[config.mk]
export PLATFORM = sky130hd
export DESIGN_NAME = ieee488_device_interface
export DESIGN_NICKNAME = d
export VERILOG_FILES = /design/src/ieee488_pkg.sv /design/src/rx_byte_mem.sv /design/src/ieee488_device_interface.sv
export SDC_FILE = /design/constraint.sdc
export NUM_CORES = 1
export LEC_CHECK = 0
export BUFFER_PORTS_ARGS = -buffer_cell sky130_fd_sc_hd__buf_2
export CAP_MARGIN = 40
export CORE_MARGIN = 1.5
export CORE_UTILIZATION = 35
export CTS_BUF_LIST = sky130_fd_sc_hd__clkbuf_2 sky130_fd_sc_hd__clkbuf_4 sky130_fd_sc_hd__clkbuf_8
export DETAILED_ROUTE_END_ITERATION = 8
export PLACE_DENSITY = 0.6
export RECOVER_POWER = 100
export SYNTH_ARGS = -nofsm -noshare
export SYNTH_HDL_FRONTEND = slang
export SYNTH_SLANG_ARGS = --single-unit
export TNS_END_PERCENT = 10
[constraint.sdc]
create_clock -name clk -period 3.5 [get_ports clk]
set_clock_uncertainty 0.15 [all_clocks]
set_input_delay 0.35 -clock clk [delete_from_list [all_inputs] [get_ports clk]]
set_output_delay 0.35 -clock clk [all_outputs]
set_load 0.01 [all_outputs]
[src/ieee488_pkg.sv]
package ieee488_pkg;
	// timing
	localparam int CLK_PERIOD_NS = 5;
	localparam int SETTLE_NS = 2000;
	localparam int SETTLE_CYC = (SETTLE_NS + CLK_PERIOD_NS - 1) / CLK_PERIOD_NS;
	localparam int SETTLE_W = 9;
	localparam logic [SETTLE_W-1:0] SETTLE_LOAD = SETTLE_W'(SETTLE_CYC - 1);
	// address setting, decimal 50 selects talk-only
	localparam logic [5:0] TALK_ONLY_ADDR = 6'h32;
	// receive buffer
	localparam int RX_AW = 4;
	localparam int RX_CW = 5;
	localparam logic [RX_CW-1:0] RX_DEPTH = 5'h10;
	// command groups in bits 6:5
	localparam logic [1:0] LAG_GRP = 2'h1;
	localparam logic [1:0] TAG_GRP = 2'h2;
	localparam logic [1:0] SCG_GRP = 2'h3;
	// interface commands, 7 bit
	localparam logic [6:0] CMD_GTL = 7'h01;
	localparam logic [6:0] CMD_SDC = 7'h04;
	localparam logic [6:0] CMD_GET = 7'h08;
	localparam logic [6:0] CMD_LOCKOUT = 7'h11;
	localparam logic [6:0] CMD_DCL = 7'h14;
	localparam logic [6:0] CMD_SPE = 7'h18;
	localparam logic [6:0] CMD_SPD = 7'h19;
	localparam logic [6:0] CMD_UNL = 7'h3f;
	// status byte, bit 6 carries the request
	localparam logic [7:0] STATUS_SRQ_MASK = 8'hbf;
	localparam int RQS_BIT = 6;
	typedef enum logic [3:0] {
		S_IDLE = 4'h1,
		S_SETTLE = 4'h2,
		S_DAV = 4'h4,
		S_DONE = 4'h8
	} src_state_t;
	typedef enum logic [3:0] {
		A_IDLE = 4'h1,
		A_NRDY = 4'h2,
		A_RDY = 4'h4,
		A_ACC = 4'h8
	} acc_state_t;
endpackage

[src/rx_byte_mem.sv]
module rx_byte_mem import ieee488_pkg::*; (
	input wire logic clk,
	input wire logic srst,
	input wire logic wrEn,
	input wire logic [RX_AW-1:0] wrAddr,
	input wire logic [7:0] wrData,
	input wire logic rdEn,
	input wire logic [RX_AW-1:0] rdAddr,
	output logic [7:0] rdData_r
);
	logic [7:0] mem [2**RX_AW];

	always_ff @(posedge clk) begin
		if (wrEn) begin
			mem[wrAddr] <= wrData;
		end
	end

	always_ff @(posedge clk) begin
		if (srst) begin
			rdData_r <= 8'h00;
		end else if (rdEn) begin
			rdData_r <= mem[rdAddr];
		end
	end
endmodule

[src/ieee488_device_interface.sv]
// Functional notes
// - address setting 50 selects talk-only: send results without any controller.
// - addressable talker puts no data on the bus before its talk address.
// - talk indicator lit while talking or addressed to talk.
// - listen indicator lit while addressed to listen.
// - serial poll returns exactly one status byte; controller polls each requester.
// - no parallel poll response at all.
// - talker with serial poll and talk-only; own listen address untalks it.
// - listener without listen-only; own talk address unlistens it.
// - every transmitted byte goes through the full source handshake.
// - every received byte, command or data, goes through the acceptor handshake.
// - secondary addresses are ignored.
// - service request drives the request line and shows in the status byte.
// - remote/local with local lockout; panel locked from the lockout command until remote enable drops, even while local.
// - universal and selected device clear both honoured.
// - group execute trigger accepted while addressed to listen.
// - never a controller: attention and interface clear are never driven.
// - one output data path for talk-only and addressable operation.
// - only one talker: data lines driven only while addressed to talk or in talk-only, and attention off.
// - device clear flushes input buffer and resets measurement logic.
// - device trigger starts a new measurement.
// - request raised when the OR of mask-enabled status bits other than bit 6 goes from clear to set.
// - local key ignored under lockout; controller must send local.
module ieee488_device_interface import ieee488_pkg::*; (
	input wire logic clk,
	input wire logic srst,
	input wire logic [5:0] addrSetting,
	input wire logic [7:0] dioIn,
	output logic [7:0] dioOut_r,
	output logic dioOe_r,
	input wire logic davIn,
	output logic davOut_r,
	output logic davOe_r,
	input wire logic nrfdIn,
	output logic nrfdOut_r,
	output logic nrfdOe_r,
	input wire logic ndacIn,
	output logic ndacOut_r,
	output logic ndacOe_r,
	input wire logic atnIn,
	input wire logic ifcIn,
	input wire logic renIn,
	output logic srqOut_r,
	output logic srqOe_r,
	input wire logic [7:0] txData,
	input wire logic txValid,
	output logic txReady_r,
	output logic [7:0] rxData,
	output logic rxValid_r,
	input wire logic rxPop,
	input wire logic [7:0] statusIn,
	input wire logic [7:0] srqMask,
	input wire logic localKey,
	output logic talkIndicator_r,
	output logic listenIndicator_r,
	output logic remoteIndicator_r,
	output logic frontPanelLockout_r,
	output logic devClear_r,
	output logic measTrigger_r
);
	function automatic logic isAddr(input logic [6:0] b, input logic [1:0] grp, input logic [4:0] a);
		return (b[6:5] == grp) && (b[4:0] == a);
	endfunction

	logic talk_r, listen_r, remote_r, lockout_r, spMode_r, spSent_r;
	logic srqPend_r, rsvPrev_r, accPulse_r, accCmd_r;
	logic [7:0] accByte_r;
	src_state_t srcState_r;
	acc_state_t accState_r;
	logic [SETTLE_W-1:0] settleCnt_r;
	logic [RX_CW-1:0] rxCount_r;
	logic [RX_AW-1:0] wrPtr_r, rdPtr_r;
	logic [1:0] spBytes_r;
	logic [4:0] busAddr;
	logic [6:0] cmd;
	logic [7:0] statusByte;
	logic talkOnlyMode, tacs, acceptorActive, isCmd, rsv, txTake, spLoad, wrEn, rdEn;

	assign busAddr = addrSetting[4:0];
	assign talkOnlyMode = (addrSetting == TALK_ONLY_ADDR);
	assign tacs = (talk_r || talkOnlyMode) && !atnIn;
	// attention and clear are only sampled here, never driven
	assign acceptorActive = !talkOnlyMode && (atnIn || listen_r);
	assign cmd = accByte_r[6:0];
	assign isCmd = accPulse_r && accCmd_r && !talkOnlyMode;
	assign rsv = |(statusIn & srqMask & STATUS_SRQ_MASK);
	assign statusByte = {statusIn[7], srqPend_r, statusIn[5:0]};
	assign txTake = (srcState_r == S_IDLE) && txValid && txReady_r;
	assign spLoad = (srcState_r == S_IDLE) && !txTake && tacs && spMode_r && !spSent_r;
	assign wrEn = accPulse_r && !accCmd_r && listen_r;
	assign rdEn = (rxCount_r != 5'h00) && (!rxValid_r || rxPop);

	// interface command decode
	always_ff @(posedge clk) begin
		if (srst) begin
			talk_r <= 1'b0;
			listen_r <= 1'b0;
			remote_r <= 1'b0;
			lockout_r <= 1'b0;
			spMode_r <= 1'b0;
			devClear_r <= 1'b0;
			measTrigger_r <= 1'b0;
		end else begin
			devClear_r <= 1'b0;
			measTrigger_r <= 1'b0;
			if (ifcIn) begin
				talk_r <= 1'b0;
				listen_r <= 1'b0;
				spMode_r <= 1'b0;
			end else if (isCmd) begin
				if (isAddr(cmd, LAG_GRP, busAddr)) begin
					listen_r <= 1'b1;
					talk_r <= 1'b0;
					remote_r <= renIn;
				end else if (isAddr(cmd, TAG_GRP, busAddr)) begin
					talk_r <= 1'b1;
					listen_r <= 1'b0;
				end else if (cmd[6:5] == TAG_GRP) begin
					talk_r <= 1'b0;
				end else if (cmd == CMD_UNL) begin
					listen_r <= 1'b0;
				end else if (cmd == CMD_SPE) begin
					spMode_r <= 1'b1;
				end else if (cmd == CMD_SPD) begin
					spMode_r <= 1'b0;
				end else if (cmd == CMD_LOCKOUT) begin
					lockout_r <= 1'b1;
				end else if (cmd == CMD_DCL || (cmd == CMD_SDC && listen_r)) begin
					devClear_r <= 1'b1;
				end else if (cmd == CMD_GET && listen_r) begin
					measTrigger_r <= 1'b1;
				end else if (cmd == CMD_GTL && listen_r) begin
					remote_r <= 1'b0;
				end
			end
			if (!renIn) begin
				remote_r <= 1'b0;
				lockout_r <= 1'b0;
			end else if (localKey && !lockout_r) begin
				remote_r <= 1'b0;
			end
		end
	end

	// indicators
	always_ff @(posedge clk) begin
		if (srst) begin
			talkIndicator_r <= 1'b0;
			listenIndicator_r <= 1'b0;
			remoteIndicator_r <= 1'b0;
			frontPanelLockout_r <= 1'b0;
		end else begin
			talkIndicator_r <= talk_r || talkOnlyMode;
			listenIndicator_r <= listen_r && !talkOnlyMode;
			remoteIndicator_r <= remote_r;
			frontPanelLockout_r <= lockout_r;
		end
	end

	// acceptor handshake
	always_ff @(posedge clk) begin
		if (srst) begin
			accState_r <= A_IDLE;
			nrfdOe_r <= 1'b0;
			ndacOe_r <= 1'b0;
			accPulse_r <= 1'b0;
			accCmd_r <= 1'b0;
			accByte_r <= 8'h00;
		end else begin
			accPulse_r <= 1'b0;
			case (accState_r)
				A_IDLE: begin
					if (acceptorActive) begin
						accState_r <= A_NRDY;
						nrfdOe_r <= 1'b1;
						ndacOe_r <= 1'b1;
					end
				end
				A_NRDY: begin
					if (!acceptorActive) begin
						accState_r <= A_IDLE;
						nrfdOe_r <= 1'b0;
						ndacOe_r <= 1'b0;
					end else if (!davIn && (atnIn || rxCount_r < RX_DEPTH)) begin
						accState_r <= A_RDY;
						nrfdOe_r <= 1'b0;
					end
				end
				A_RDY: begin
					if (!acceptorActive) begin
						accState_r <= A_IDLE;
						ndacOe_r <= 1'b0;
					end else if (davIn) begin
						accState_r <= A_ACC;
						accByte_r <= dioIn;
						accCmd_r <= atnIn;
						accPulse_r <= 1'b1;
						nrfdOe_r <= 1'b1;
						ndacOe_r <= 1'b0;
					end
				end
				A_ACC: begin
					if (!acceptorActive) begin
						accState_r <= A_IDLE;
						nrfdOe_r <= 1'b0;
					end else if (!davIn) begin
						accState_r <= A_NRDY;
						ndacOe_r <= 1'b1;
					end
				end
				default: begin
					accState_r <= A_IDLE;
					nrfdOe_r <= 1'b0;
					ndacOe_r <= 1'b0;
				end
			endcase
		end
	end

	// source handshake
	always_ff @(posedge clk) begin
		if (srst) begin
			srcState_r <= S_IDLE;
			davOe_r <= 1'b0;
			dioOe_r <= 1'b0;
			dioOut_r <= 8'h00;
			settleCnt_r <= '0;
			spSent_r <= 1'b0;
			txReady_r <= 1'b0;
		end else begin
			txReady_r <= 1'b0;
			if (atnIn) begin
				spSent_r <= 1'b0;
			end
			if (devClear_r) begin
				srcState_r <= S_IDLE;
				davOe_r <= 1'b0;
				dioOe_r <= 1'b0;
			end else begin
				case (srcState_r)
					S_IDLE: begin
						dioOe_r <= 1'b0;
						davOe_r <= 1'b0;
						if (txTake) begin
							dioOut_r <= txData;
							settleCnt_r <= SETTLE_LOAD;
							srcState_r <= S_SETTLE;
						end else if (spLoad) begin
							dioOut_r <= statusByte;
							spSent_r <= 1'b1;
							settleCnt_r <= SETTLE_LOAD;
							srcState_r <= S_SETTLE;
						end else begin
							txReady_r <= tacs && !spMode_r;
						end
					end
					S_SETTLE: begin
						dioOe_r <= tacs;
						if (!tacs) begin
							settleCnt_r <= SETTLE_LOAD;
						end else if (settleCnt_r != '0) begin
							settleCnt_r <= settleCnt_r - 1'b1;
						end else if (!nrfdIn && dioOe_r) begin
							davOe_r <= 1'b1;
							srcState_r <= S_DAV;
						end
					end
					S_DAV: begin
						if (!tacs) begin
							davOe_r <= 1'b0;
							dioOe_r <= 1'b0;
							settleCnt_r <= SETTLE_LOAD;
							srcState_r <= S_SETTLE;
						end else if (!ndacIn) begin
							davOe_r <= 1'b0;
							srcState_r <= S_DONE;
						end
					end
					S_DONE: begin
						dioOe_r <= 1'b0;
						srcState_r <= S_IDLE;
					end
					default: begin
						davOe_r <= 1'b0;
						dioOe_r <= 1'b0;
						srcState_r <= S_IDLE;
					end
				endcase
			end
		end
	end

	// service request, set wins over clear
	always_ff @(posedge clk) begin
		if (srst) begin
			srqPend_r <= 1'b0;
			rsvPrev_r <= 1'b0;
			srqOe_r <= 1'b0;
		end else begin
			rsvPrev_r <= rsv;
			if (rsv && !rsvPrev_r) begin
				srqPend_r <= 1'b1;
			end else if (spLoad) begin
				srqPend_r <= 1'b0;
			end
			srqOe_r <= srqPend_r;
		end
	end

	// driven level of each open line while enabled
	always_ff @(posedge clk) begin
		if (srst) begin
			davOut_r <= 1'b0;
			nrfdOut_r <= 1'b0;
			ndacOut_r <= 1'b0;
			srqOut_r <= 1'b0;
		end else begin
			davOut_r <= 1'b1;
			nrfdOut_r <= 1'b1;
			ndacOut_r <= 1'b1;
			srqOut_r <= 1'b1;
		end
	end

	// input buffer pointers
	always_ff @(posedge clk) begin
		if (srst || devClear_r) begin
			wrPtr_r <= '0;
			rdPtr_r <= '0;
			rxCount_r <= '0;
			rxValid_r <= 1'b0;
		end else begin
			wrPtr_r <= wrPtr_r + RX_AW'(wrEn);
			rdPtr_r <= rdPtr_r + RX_AW'(rdEn);
			rxCount_r <= rxCount_r + RX_CW'(wrEn) - RX_CW'(rdEn);
			if (rdEn) begin
				rxValid_r <= 1'b1;
			end else if (rxPop) begin
				rxValid_r <= 1'b0;
			end
		end
	end

	rx_byte_mem u_mem (
		.clk(clk),
		.srst(srst),
		.wrEn(wrEn),
		.wrAddr(wrPtr_r),
		.wrData(accByte_r),
		.rdEn(rdEn),
		.rdAddr(rdPtr_r),
		.rdData_r(rxData)
	);

	// serial poll byte count per poll session
	always_ff @(posedge clk) begin
		if (srst || atnIn) begin
			spBytes_r <= 2'h0;
		end else if (spLoad && spBytes_r != 2'h3) begin
			spBytes_r <= spBytes_r + 2'h1;
		end
	end
endmodule

### Word-level counts from Yosys, hierarchy flattened

Memory sizes are Yosys's and may differ from the RTL's. A register that Yosys moved wholly into a read port is not among the register bits.
Index checks and enable logic that the tools add are counted.

* $add $sub $neg: 5
* $mul: 0
* div/mod/pow operators: 0
* order comparisons: 1
* equal/unequal tests: 46
* shifts and indexed selects: 0
* multiplexer cells: 78
* bitwise gates (word level): 15
* reduce and logical (&&, ||, !) cells: 73

Operator list (count)
* 4-bit two-way mux: 14
* 1-bit two-way mux: 50
* 9-bit two-way mux: 5
* 2-bit inequality test, second input constant: 19
* 7-bit by 5-bit equality test with 1-bit output, second input constant: 4
* 9-bit case mux with 3 select lines: 1
* 5-bit AND reduction: 5
* 1-bit logical AND: 24
* 3-bit inequality test, second input constant: 6
* 8-bit two-way mux: 2
* 4-bit case mux with 4 select lines: 1
* 1-bit inverter: 14
* 4-bit case mux with 3 select lines: 1
* 1-bit zero test: 11
* 11-bit AND reduction: 1
* 11-bit OR reduction: 1
* 2-bit nonzero test: 5
* 10-bit OR reduction: 1
* 3-bit AND reduction: 3
* 9-bit AND reduction: 1
* 3-bit nonzero test: 3
* 9-bit nonzero test: 1
* 9-bit by 1-bit subtractor with 9-bit output, second input constant: 1
* 4-bit by 1-bit adder with 4-bit output: 2
* other kinds (29): 42

* register bits: 70
* bits in latches: 0
* memory bits (writable): 128
* memory bits (read-only): 0
* bits of input ports: 49
* memories: 1

Memories
* u_mem.mem: words 16, bits a word 8, rd ports 1, clocked after Yosys merged registers in 1, wr ports 1, RTL line rx_byte_mem.sv:11 `logic [7:0] mem [2**RX_AW];`

### Depth between registers and ports, before layout

Gate-level depths: netlist of run 1.

* depth after elaboration: 12
* depth in mapped cells: 16
* depth with buffers taken out: 14

### Modules after synthesis

A second synthesis of run 1 with hierarchy kept.

* cell total of the unflattened synthesis: 694
* area total of the unflattened synthesis: 8769.7 um^2

Modules (own cells, without submodules)
* rx_byte_mem: times used 1, cells an instance 316, area an instance 5343.9 um^2, seq. area each 4003.8 um^2
* ieee488_device_interface: times used 1, cells an instance 378, area an instance 3425.8 um^2, seq. area each 1401.3 um^2

### Worst setup path before layout of run 1

No wires, ideal clock.

* path type: register to register
* start point: reg rxCount_r[3]
* end point: reg rxCount_r[4]
* setup time: 125 ps
* arrival time: 2842 ps
* data required time: 3225 ps
* path slack: 383 ps
* cell stages (with the launch flop): 17
* buffers on the path: 2
* cell sequence: dfxtp_1 -> inv_1 -> ha_1 -> nor4b_1 -> nand2b_1 -> clkbuf_1 -> clkbuf_1 -> inv_1 -> ha_1 -> inv_1 -> ha_1 -> fa_1 -> a21oi_1 -> nor2_1 -> nor2_1 -> xnor2_1 -> nor2_1

* word-level cells in the longest chain between the ends: 3
* elaborated cells between the ends (all ways): 4

RTL lines
* from (decl): RTL line ieee488_device_interface.sv:71 `logic [RX_CW-1:0] rxCount_r;`
* from (signal assigned): RTL line ieee488_device_interface.sv:335 `rxCount_r <= rxCount_r + RX_CW'(wrEn) - RX_CW'(rdEn);`
* 5-bit nonzero test: RTL line ieee488_device_interface.sv:91 `assign rdEn = (rxCount_r != 5'h00) && (!rxValid_r || rxPop);`
* 1-bit logical AND: RTL line ieee488_device_interface.sv:91
* net rdEn: RTL line ieee488_device_interface.sv:77 `logic talkOnlyMode, tacs, acceptorActive, isCmd, rsv, txTake, spLoad, wrEn, rdEn;`
* 5-bit by 1-bit subtractor with 5-bit output: RTL line ieee488_device_interface.sv:335

The timed path passes the listed nets, and every way through them passes these cells.
A chain may end at the register's enable or synchronous reset.

### Final worst setup path of run 1

* start point: reg accByte_r[3]
* end point: reg remote_r

* word-level cells in the longest chain between the ends: 5
* elaborated cells between the ends (all ways): 26

RTL lines
* from (decl): RTL line ieee488_device_interface.sv:67 `logic [7:0] accByte_r;`
* from (signal assigned): RTL line ieee488_device_interface.sv:195 `accByte_r <= dioIn;`
* 7-bit by 3-bit equality test with 1-bit output: RTL line ieee488_device_interface.sv:128 `end else if (cmd == CMD_DCL || (cmd == CMD_SDC && listen_r)) begin`
* 1-bit logical AND: RTL line ieee488_device_interface.sv:128
* 1-bit logical OR: RTL line ieee488_device_interface.sv:128
* 2-bit inequality test (no source line)
* 11-bit AND reduction (no source line)
* to (signal assigned): RTL line ieee488_device_interface.sv:114 `remote_r <= renIn;`
* to (decl): RTL line ieee488_device_interface.sv:65 `logic talk_r, listen_r, remote_r, lockout_r, spMode_r, spSent_r;`

Several ways; a longest one is shown, not always the timed one.

==> results.yml, run 1 <==
outcome:
  status: "finished with violations"
  violations: "max-capacitance violations, max-slew violations"
placed_design:
  gp_congestion: 0.842
  placement.io_buffers: 79
  dp_hpwl_mm: 13.2
  place_area_um2: 9700
sta:
  setup_tns_ps: 0
  tightest_slew_ps: 2010
  slew-limit-headroom: -0.342
  final_hold_viol_count: 0
  rsz0062_at_grt: "no"
  max_freq_mhz: 338
  setup_viol_count_final: 0
  min_period_ps: 2950
  fin_crit_sh: 0.844
  slew_violations: 41
synth:
  synth.area.top_cells: "edfxtp_1 43%, dfxtp_1 18%, mux4_2 8.1%"
  yosysTopAreaCellShare: 0.432
  synth_edf_count: 128
  synthesis.instances: 650
  syn_nets: 711
  yosys.area.top_type: "edfxtp_1"
  ys_seq_elements: 206
  ys_async_sr_fraction: 0
  synth-warning-count: 0
  postSynthAreaPerCell_um2: 13.7
  ys.flop_type: "edfxtp_1"
  ys_seq_area_frac: 0.608
  synth_area_um2: 8890
  synth_cell_types: 78
run:
  drv_cap: 1
setup_path:
  cp_max_fo: 22
  timing.rr.end: "remote_r"
  crit_arrival_ps: 3270
  worstSetupStartpointType: "flop"
  r2r-start: "accByte_r[3]"
  worst_setup_path_end_kind: "flop"
  cp.required_ps: 3820
  crit_type: "reg -> reg"
  rr_worst_depth: 6
  rrSetupSlack_ps: 550
pwr:
  ir_drop_uv: 334
  leakage_nw: 3.86
  power_density_nw_per_um2: 608
grt:
  grt_pass1_wl_mm: 31.2
  grt-ovfl-total: 0
  grt.total_usage: 0.154
  grt_pass1_vias: 5730
  grt_start_max_net_pins: 41
  antenna_found_initial: 0
clock_network:
  cts_setup_buffers: 0
  clock_latency_ps: 530
  cts_tree: "built"
  root_buffer: "clkbuf_8"
  ctsResizeCount: 0
  cts_hold_buffers: 15
  clockBufferDepth: 3
  cts_sinks: 206
  cts_max_level: 2
  path_clk_slew_ps: 60
  cts_buffers: 36
detailed_routing:
  post_drt_wl_per_cell_um: 17.7
  vias: 5785
  drc: 0
  first_pass_iters: 5
  first_iter_violations: 410
  viasPerCell: 5.15
  ant_nets: 0
  routed_wl_mm: 19.9
layout:
  ff_latch_area_um2: 5410
  stdcell_area_um2: 10500
  drive_gt1_frac: 0.219
  nets: 830
  final_util: 0.418
  area_growth_pct: 17.8
  antenna-diode-count: 0
  fillers: 2376
  multiInputGateArea_um2: 3220
floorplan:
  io_pins: 82
  initial_core_util: 0.355
  core_area_um2: 25000
  rows: 58
  die_y_um: 162
  die_w_um: 162
  die_area_um2: 26400
hold_path:
  hold_start: "rxPop"
  hold_depth: 3
  hp-class: "in -> reg"
  min_to: "rxValid_r"
==> report_power, final <==
| group | internal, W | leakage [nW] | switching (W) |
|---|---|---|---|
| Clock | 0.00129 | 0.399 | 0.000975 |
| Combinational | 0.000591 | 1.38 | 0.000723 |
| Sequential | 0.00267 | 2.09 | 0.000116 |
==> routing by layer <==
layer / wire [um] / global-route usage / vias up
met1: 8720 / 0.194 / 2832
met2: 9680 / 0.260 / 160
li1: - / - / 2753
met5: 0 / 0 / -
met3: 957 / 0.0334 / 40
met4: 501 / 0.0563 / 0
==> how the worst max path moves through the flow <==
stage | startpoint | end | slack (ps) | cells after the start
4_1_cts | accByte_r[3] | remote_r | 590 | 6
3_5_place_dp | rxCount_r[2] | rxCount_r[4] | 800 | 14
5_1_grt | srst | remote_r | 280 | 5
3_3_place_gp | rxCount_r[3] | rxCount_r[4] | 770 | 14
2_1_floorplan | rxCount_r[3] | rxCount_r[4] | 380 | 16
6_report | accByte_r[3] | remote_r | 550 | 6
==> cells in the mapped netlist, drive strengths merged (14+ instances only) <==
cell,count
mux4,32
nor2,66
edfxtp,128
inv,22
clkbuf,19
nor3,25
a21oi,23
nand2,19
dfxtp,78
nand3,14
buf,14
mux2i,26
==> cells by family (layout without fill, tap and decap cells) <==
group,count (synthesis),after routing,share of synthesized area
simple gates,189,189,0.119
xor+xnor,14,14,0.0138
compound gates,108,108,0.0940
flops,206,206,0.608
buf+inv,55,199,0.0270
fa+ha+maj,12,12,0.0177
mux,66,66,0.120
==> stage by stage <==
stage / power, W / instances / hold WS [ps] / setup WS (ps)
floorplan: 0.00383 / 650 / 277 / 383
global placement: 0.00421 / 1042 / 292 / 774
detailed placement: 0.00422 / 1045 / 291 / 795
CTS: 0.00651 / 1123 / 8.91 / 591
global route: 0.00670 / 1124 / 26.0 / 280
finish: 0.00637 / 1124 / 16.0 / 546
==> layout make-up <==
type                       instances  share of cell area
sequential                       206               0.516
multi-input combinational        389               0.307
clock buffer                      53              0.0631
timing repair buffer             114              0.0585
tap                              330              0.0394
clock inverter                    10             0.00800
inverter                          22             0.00788
==> registers in the layout, summed over array words and instances, names as in the netlist, 4 cells and up <==
name / count
u_mem.rdData_r: 8
srcState_r: 4
accByte_r: 8
rdPtr_r: 4
accState_r: 4
u_mem.mem: 128
settleCnt_r: 9
wrPtr_r: 4
rxCount_r: 5
dioOut_r: 8
==> worst max-delay path, cell delays in order, from the launching register on <==
cell           delay [ps]
dfxtp_1               860
xnor2_1               190
nand2_1               130
nor4_1                520
nand3b_1              160
a221oi_1              290
dlygate4sd3_1         590
==> cell usage in the layout, fill, tap and decap left out, drive strengths merged, types with 5 or more instances in the layout <==
master	Yosys	routed
dlygate4sd3	0	15
clkbuf	19	100
and2	9	9
nand3	14	14
mux4	32	32
nor4	6	6
xnor2	10	10
dfxtp	78	78
o21ai	11	11
mux2	8	8
mux2i	26	26
inv	22	25
nor4b	9	9
a311oi	11	11
a21oi	23	23
o21a	7	7
nor2	66	66
a221oi	10	10
buf	14	52
a211oi	5	5
ha	11	11
nand2	19	19
nand2b	10	10
clkinv	0	6
nor3	25	25
edfxtp	128	128
Note: power is estimated with default switching activity, not from simulation.
==> inputs of run 2 (changes only) <==
--- a/config.mk
+++ b/config.mk
@@ -5,6 +5,7 @@
 export SDC_FILE = /design/constraint.sdc
 export NUM_CORES = 1
 export LEC_CHECK = 0
+export ABC_AREA = 1
 export BUFFER_PORTS_ARGS = -buffer_cell sky130_fd_sc_hd__buf_2
 export CAP_MARGIN = 40
 export CORE_MARGIN = 1.5
==> constraint.sdc (replaced) <==
create_clock -name clk -period 2.93 [get_ports clk]
set_clock_uncertainty 0.15 [all_clocks]
set_input_delay 0.293 -clock clk [delete_from_list [all_inputs] [get_ports clk]]
set_output_delay 0.293 -clock clk [all_outputs]
set_load 0.01 [all_outputs]
==> run 2 against run 1 <==
The run now ends clean. Synthesized area grew 1.3%. Critical path type is now in -> reg. Total power increased by 31%. Clock-buffer cell count down 1.
==> results.yml, run 2 <==
synth:
  synth.most_common_cell: "nor2_1"
  synth_top_cells_by_count: "208 x nor2_1, 128 x edfxtp_1, 119 x nand2_1"
  postSynthAreaPerCell_um2: 9.28
  yosysTopAreaCellShare: 0.427
  yosys.area.top_type: "edfxtp_1"
  ys_seq_area_frac: 0.600
  synth-warning-count: 0
  synth_cell_types: 39
  syn_nets: 1031
  ys_async_sr_fraction: 0
  ys_seq_elements: 206
  synth.area.top_cells: "edfxtp_1 43%, dfxtp_1 17%, nor2_1 8.7%"
  ys.flop_type: "edfxtp_1"
  synthesis.instances: 970
  synth_area_um2: 9010
  synth_edf_count: 128
layout:
  antenna-diode-count: 0
  drive_gt1_frac: 0.117
  final_util: 0.425
  regMostFlops: "u_mem.mem"
  area_growth_pct: 18.8
  final_cell_count_no_fill: 1466
  reg.largest.list: "u_mem.mem: 128 flops, settleCnt_r: 9 flops"
  final_common_cell: "nor2_1"
  fillers: 2497
  stdcell_area_um2: 10700
  layout_common_cells: "209 x nor2_1, 128 x edfxtp_1, 121 x nand2_1"
  nets: 1168
  largest_reg_flops: 128
detailed_routing:
  drc: 0
  viasPerCell: 4.80
  ant_nets: 0
  first_iter_violations: 408
  routed_wl_mm: 22.1
  first_pass_iters: 5
  vias: 7031
  post_drt_wl_per_cell_um: 15.1
sta:
  hold_ws_ps: 18.3
  setup_tns_ps: 0
  max_freq_mhz: 380
  final_hold_viol_count: 0
  min_period_ps: 2630
  fin_crit_sh: 0.897
  slew_violations: 0
  slew-limit-headroom: 0.272
  setup_viol_count_final: 0
  rsz0062_at_grt: "no"
  tightest_slew_ps: 1090
pwr:
  p_switching_w: 0.00290
  leakage_nw: 4.20
  power_density_nw_per_um2: 783
  power_frac_seq: 0.404
  clkPwrFrac: 0.307
  p_int_w: 0.00547
  switching_share: 0.346
  p_comb_frac: 0.288
  ir_drop_uv: 317
grt:
  grt_pass1_wl_mm: 35.4
  grt.total_usage: 0.169
  antenna_found_initial: 0
  grt_pass1_vias: 6778
  grt_start_max_net_pins: 41
  grt-ovfl-total: 0
setup_path:
  crit_arrival_ps: 2870
  timing.rr.end: "rdPtr_r[1]"
  endpoint: "settleCnt_r[6]"
  rrSetupSlack_ps: 330
  critPathLaunch: "addrSetting[0]"
  worst_setup_path_end_kind: "flop"
  r2r-start: "rxCount_r[3]"
  cp.required_ps: 3170
  rr_worst_depth: 8
  crit_type: "in -> reg"
  cp_max_fo: 15
  worstSetupStartpointType: "primary input"
clock_network:
  ctsResizeCount: 0
  cts_tree: "built"
  cts_buffers: 37
  cts_sinks: 206
  cts_max_level: 2
  path_clk_slew_ps: 60
  clockBufferDepth: 3
  root_buffer: "clkbuf_8"
  clock_latency_ps: 530
floorplan:
  die_w_um: 163
  initial_core_util: 0.358
  core_area_um2: 25200
  die_area_um2: 26700
  die_y_um: 163
  rows: 58
  io_pins: 82
placed_design:
  dp_hpwl_mm: 14.6
  gp_congestion: 0.848
  placed_cells: 1372
  place_area_um2: 9890
  placement.io_buffers: 79
outcome:
  status: "finished, final reports clean"
hold_path:
  hp-class: "in -> reg"
run:
  drv_cap: 0
## run 2: what timing repair did
action / CTS / global route
buffers inserted: 0 / 0
hold buffers: 26 / 0
endpoints found under the hold margin: 26 / 0
## run 2: worst max-delay path: stages
cell and delay [ps]:
dlygate4sd3_1 540, clkbuf_1 150, nor2_4 110, nand3_1 250, nand2_1 260, nand2_1 130
nor2_1 540, nand2_4 110, nand3_2 280, nand2_1 90, nand2_1 80, nor2_1 40
## run 2: layout make-up
type	count	area, um2	area share
Sequential cell	206	5410	0.505
Multi-Input combinational cell	626	3000	0.281
Timing Repair Buffer	136	788	0.0737
Clock buffer	52	641	0.0599
Tap cell	330	413	0.0386
Inverter	100	375	0.0351
Clock inverter	16	71.3	0.00667
## run 2: routing by layer
metal / part of all wire / wire [um] / track usage
met3: 0.054 / 1210 / 0.0386
met2: 0.47 / 10400 / 0.281
met4: 0.016 / 346 / 0.0446
met5: 0 / 0 / 0
met1: 0.46 / 10200 / 0.223
## run 2: logic make-up (layout without fill, tap and decap cells)
group                      after synthesis  after routing  share of synthesized area
buffers and inverters                  138            304                     0.0606
DFF                                    206            206                      0.600
adders and majority gates               12             12                     0.0175
AOI/OAI and AO/OA                      182            182                      0.113
and+or+nand+nor                        426            426                      0.203
xor gates and xnor gates                 6              6                    0.00583
## run 2: metrics by stage
step	setup slack [ps]	total power (W)
final	302	0.00837
after global routing	19.7	0.00896
after CTS	337	0.00850
after detailed placement	526	0.00588
after global placement	567	0.00585
after floorplan	176	0.00514
## run 2: worst min path at each step
stage                      startpoint                end  slack (ps)  cells past startpoint
final                     statusIn[3]        dioOut_r[3]          20                      5
after global routing        txData[0]        dioOut_r[0]          50                      5
after CTS                 statusIn[3]        dioOut_r[3]           1                      5
after detailed placement     remote_r  remoteIndicator_r         270                      2
after global placement       remote_r  remoteIndicator_r         270                      2
after floorplan              spMode_r          txReady_r         250                      1
## run 2: power by group through the flow
stage / registers, W / clock network, W / logic, W
after floorplan: 0.00339 / 0 / 0.00175
after global placement: 0.00343 / 0 / 0.00241
after detailed placement: 0.00344 / 0 / 0.00245
after CTS: 0.00338 / 0.00263 / 0.00248
after global routing: 0.00341 / 0.00275 / 0.00280
final: 0.00338 / 0.00257 / 0.00242
==> inputs of run 3 (changes only) <==
--- a/config.mk
+++ b/config.mk
@@ -9,10 +9,11 @@
 export BUFFER_PORTS_ARGS = -buffer_cell sky130_fd_sc_hd__buf_2
 export CAP_MARGIN = 40
 export CORE_MARGIN = 1.5
-export CORE_UTILIZATION = 35
+export CORE_UTILIZATION = 30
 export CTS_BUF_LIST = sky130_fd_sc_hd__clkbuf_2 sky130_fd_sc_hd__clkbuf_4 sky130_fd_sc_hd__clkbuf_8
+export CTS_CLUSTER_SIZE = 40
 export DETAILED_ROUTE_END_ITERATION = 8
-export PLACE_DENSITY = 0.6
+export PLACE_DENSITY = 0.54
 export RECOVER_POWER = 100
 export SYNTH_ARGS = -nofsm -noshare
 export SYNTH_HDL_FRONTEND = slang
==> run 3 against run 2 <==
Combinational power barely moved. Worst hold slack improved by 1.5 ps. Clock-buffer cell count is 5 higher. Clock power hardly changed. Critical path type unchanged.
==> results.yml, run 3 (same netlist as run 2, synthesis figures left out) <==
sta:
  slew-limit-headroom: 0.299
  slew_violations: 0
  setup_viol_count_final: 0
  final_hold_viol_count: 0
  fin_crit_sh: 0.900
  setup_tns_ps: 0
  max_freq_mhz: 379
  tightest_slew_ps: 1050
  rsz0062_at_grt: "no"
  min_period_ps: 2640
grt:
  grt_pass1_wl_mm: 35.8
  grt.total_usage: 0.147
  grt_start_max_net_pins: 65
  grt-ovfl-total: 0
  antenna_found_initial: 0
  grt_pass1_vias: 6863
layout:
  antenna-diode-count: 0
  area_growth_pct: 19.4
  reg.largest.list: "u_mem.mem: 128 flops, settleCnt_r: 9 flops"
  final_common_cell: "nor2_1"
  largest_reg_flops: 128
  nets: 1165
  layout_common_cells: "208 x nor2_1, 128 x edfxtp_1, 119 x nand2_1"
  regMostFlops: "u_mem.mem"
  drive_gt1_frac: 0.123
  final_cell_count_no_fill: 1519
  fillers: 3029
floorplan:
  die_w_um: 176
  io_pins: 82
  die_y_um: 176
  initial_core_util: 0.305
  core_area_um2: 29600
  rows: 63
  die_area_um2: 31100
setup_path:
  worst_setup_path_end_kind: "flop"
  cp_max_fo: 13
  crit_type: "in -> reg"
  crit_arrival_ps: 2890
  worstSetupStartpointType: "primary input"
  rrSetupSlack_ps: 340
  cp.required_ps: 3190
pwr:
  switching_share: 0.342
  p_int_w: 0.00548
  leakage_nw: 4.19
  ir_drop_uv: 520
  p_comb_frac: 0.287
  power_density_nw_per_um2: 775
  power_frac_seq: 0.402
  clkPwrFrac: 0.310
  p_switching_w: 0.00285
detailed_routing:
  drc: 0
  first_iter_violations: 386
  routed_wl_mm: 22.5
  first_pass_iters: 4
  ant_nets: 0
  vias: 7002
  viasPerCell: 4.61
  post_drt_wl_per_cell_um: 14.8
clock_network:
  cts_tree: "built"
  ctsResizeCount: 0
  cts_max_level: 2
  clock_latency_ps: 520
  cts_sinks: 206
  path_clk_slew_ps: 60
  cts_hold_buffers: 24
  root_buffer: "clkbuf_8"
  clockBufferDepth: 3
  cts_buffers: 37
  cts_setup_buffers: 0
hold_path:
  hp-class: "in -> reg"
placed_design:
  dp_hpwl_mm: 14.8
  placement.io_buffers: 79
  placed_cells: 1431
  gp_congestion: 0.834
outcome:
  status: "finished, final reports clean"
run:
  drv_cap: 0
-- run 3: area by class of cell --
cell class | instances | area, um2 | area share
Sequential cell | 206 | 5410 | 0.503
Multi-Input combinational cell | 626 | 3030 | 0.282
Timing Repair Buffer | 133 | 748 | 0.0696
Clock buffer | 57 | 672 | 0.0625
Tap cell | 390 | 488 | 0.0454
Inverter | 100 | 375 | 0.0349
Clock inverter | 7 | 31.3 | 0.00291
-- run 3: worst paths after layout --
path	start	to	cells after the start
max	srst	remote_r	7
min	rxPop	rxValid_r	4
max reg2reg	rxCount_r[3]	rdPtr_r[1]	8
min reg2reg	remote_r	remoteIndicator_r	2
-- run 3: worst max-delay path: stages --
cell and delay [ps]:
dlygate4sd3_1 520, clkbuf_1 610, clkinv_1 520, nand2_1 190
a21oi_1 60, and2_0 150, dlygate4sd3_1 540
-- run 3: metal layers --
metal  up-vias  global-route usage  wire length [um]  share of wire
li1       3544                   -                 -              -
met1      3293               0.184             10200           0.45
met2       136               0.253             10900           0.48
met3        29              0.0347              1160          0.052
met4         0              0.0363               320          0.014
met5         -                   0                 0              0
-- run 3: metrics by stage --
step	cell area (um2)	worst slack (ps)	total power (W)	util	hold WS [ps]
after floorplan	9010	176	0.00514	-	250
after global placement	9960	547	0.00583	0.337	263
after detailed placement	9960	525	0.00586	0.337	266
after CTS	10900	356	0.00849	0.369	5.12
after global routing	10800	66.0	0.00891	0.364	32.2
final	10800	294	0.00834	0.364	19.7
-- run 3: power groups by stage --
| stage | Clock (W) | Sequential, W | Combinational, W |
|---|---|---|---|
| after floorplan | 0 | 0.00339 | 0.00175 |
| after global placement | 0 | 0.00341 | 0.00242 |
| after detailed placement | 0 | 0.00341 | 0.00245 |
| after CTS | 0.00265 | 0.00335 | 0.00249 |
| after global routing | 0.00278 | 0.00338 | 0.00275 |
| final | 0.00259 | 0.00335 | 0.00240 |
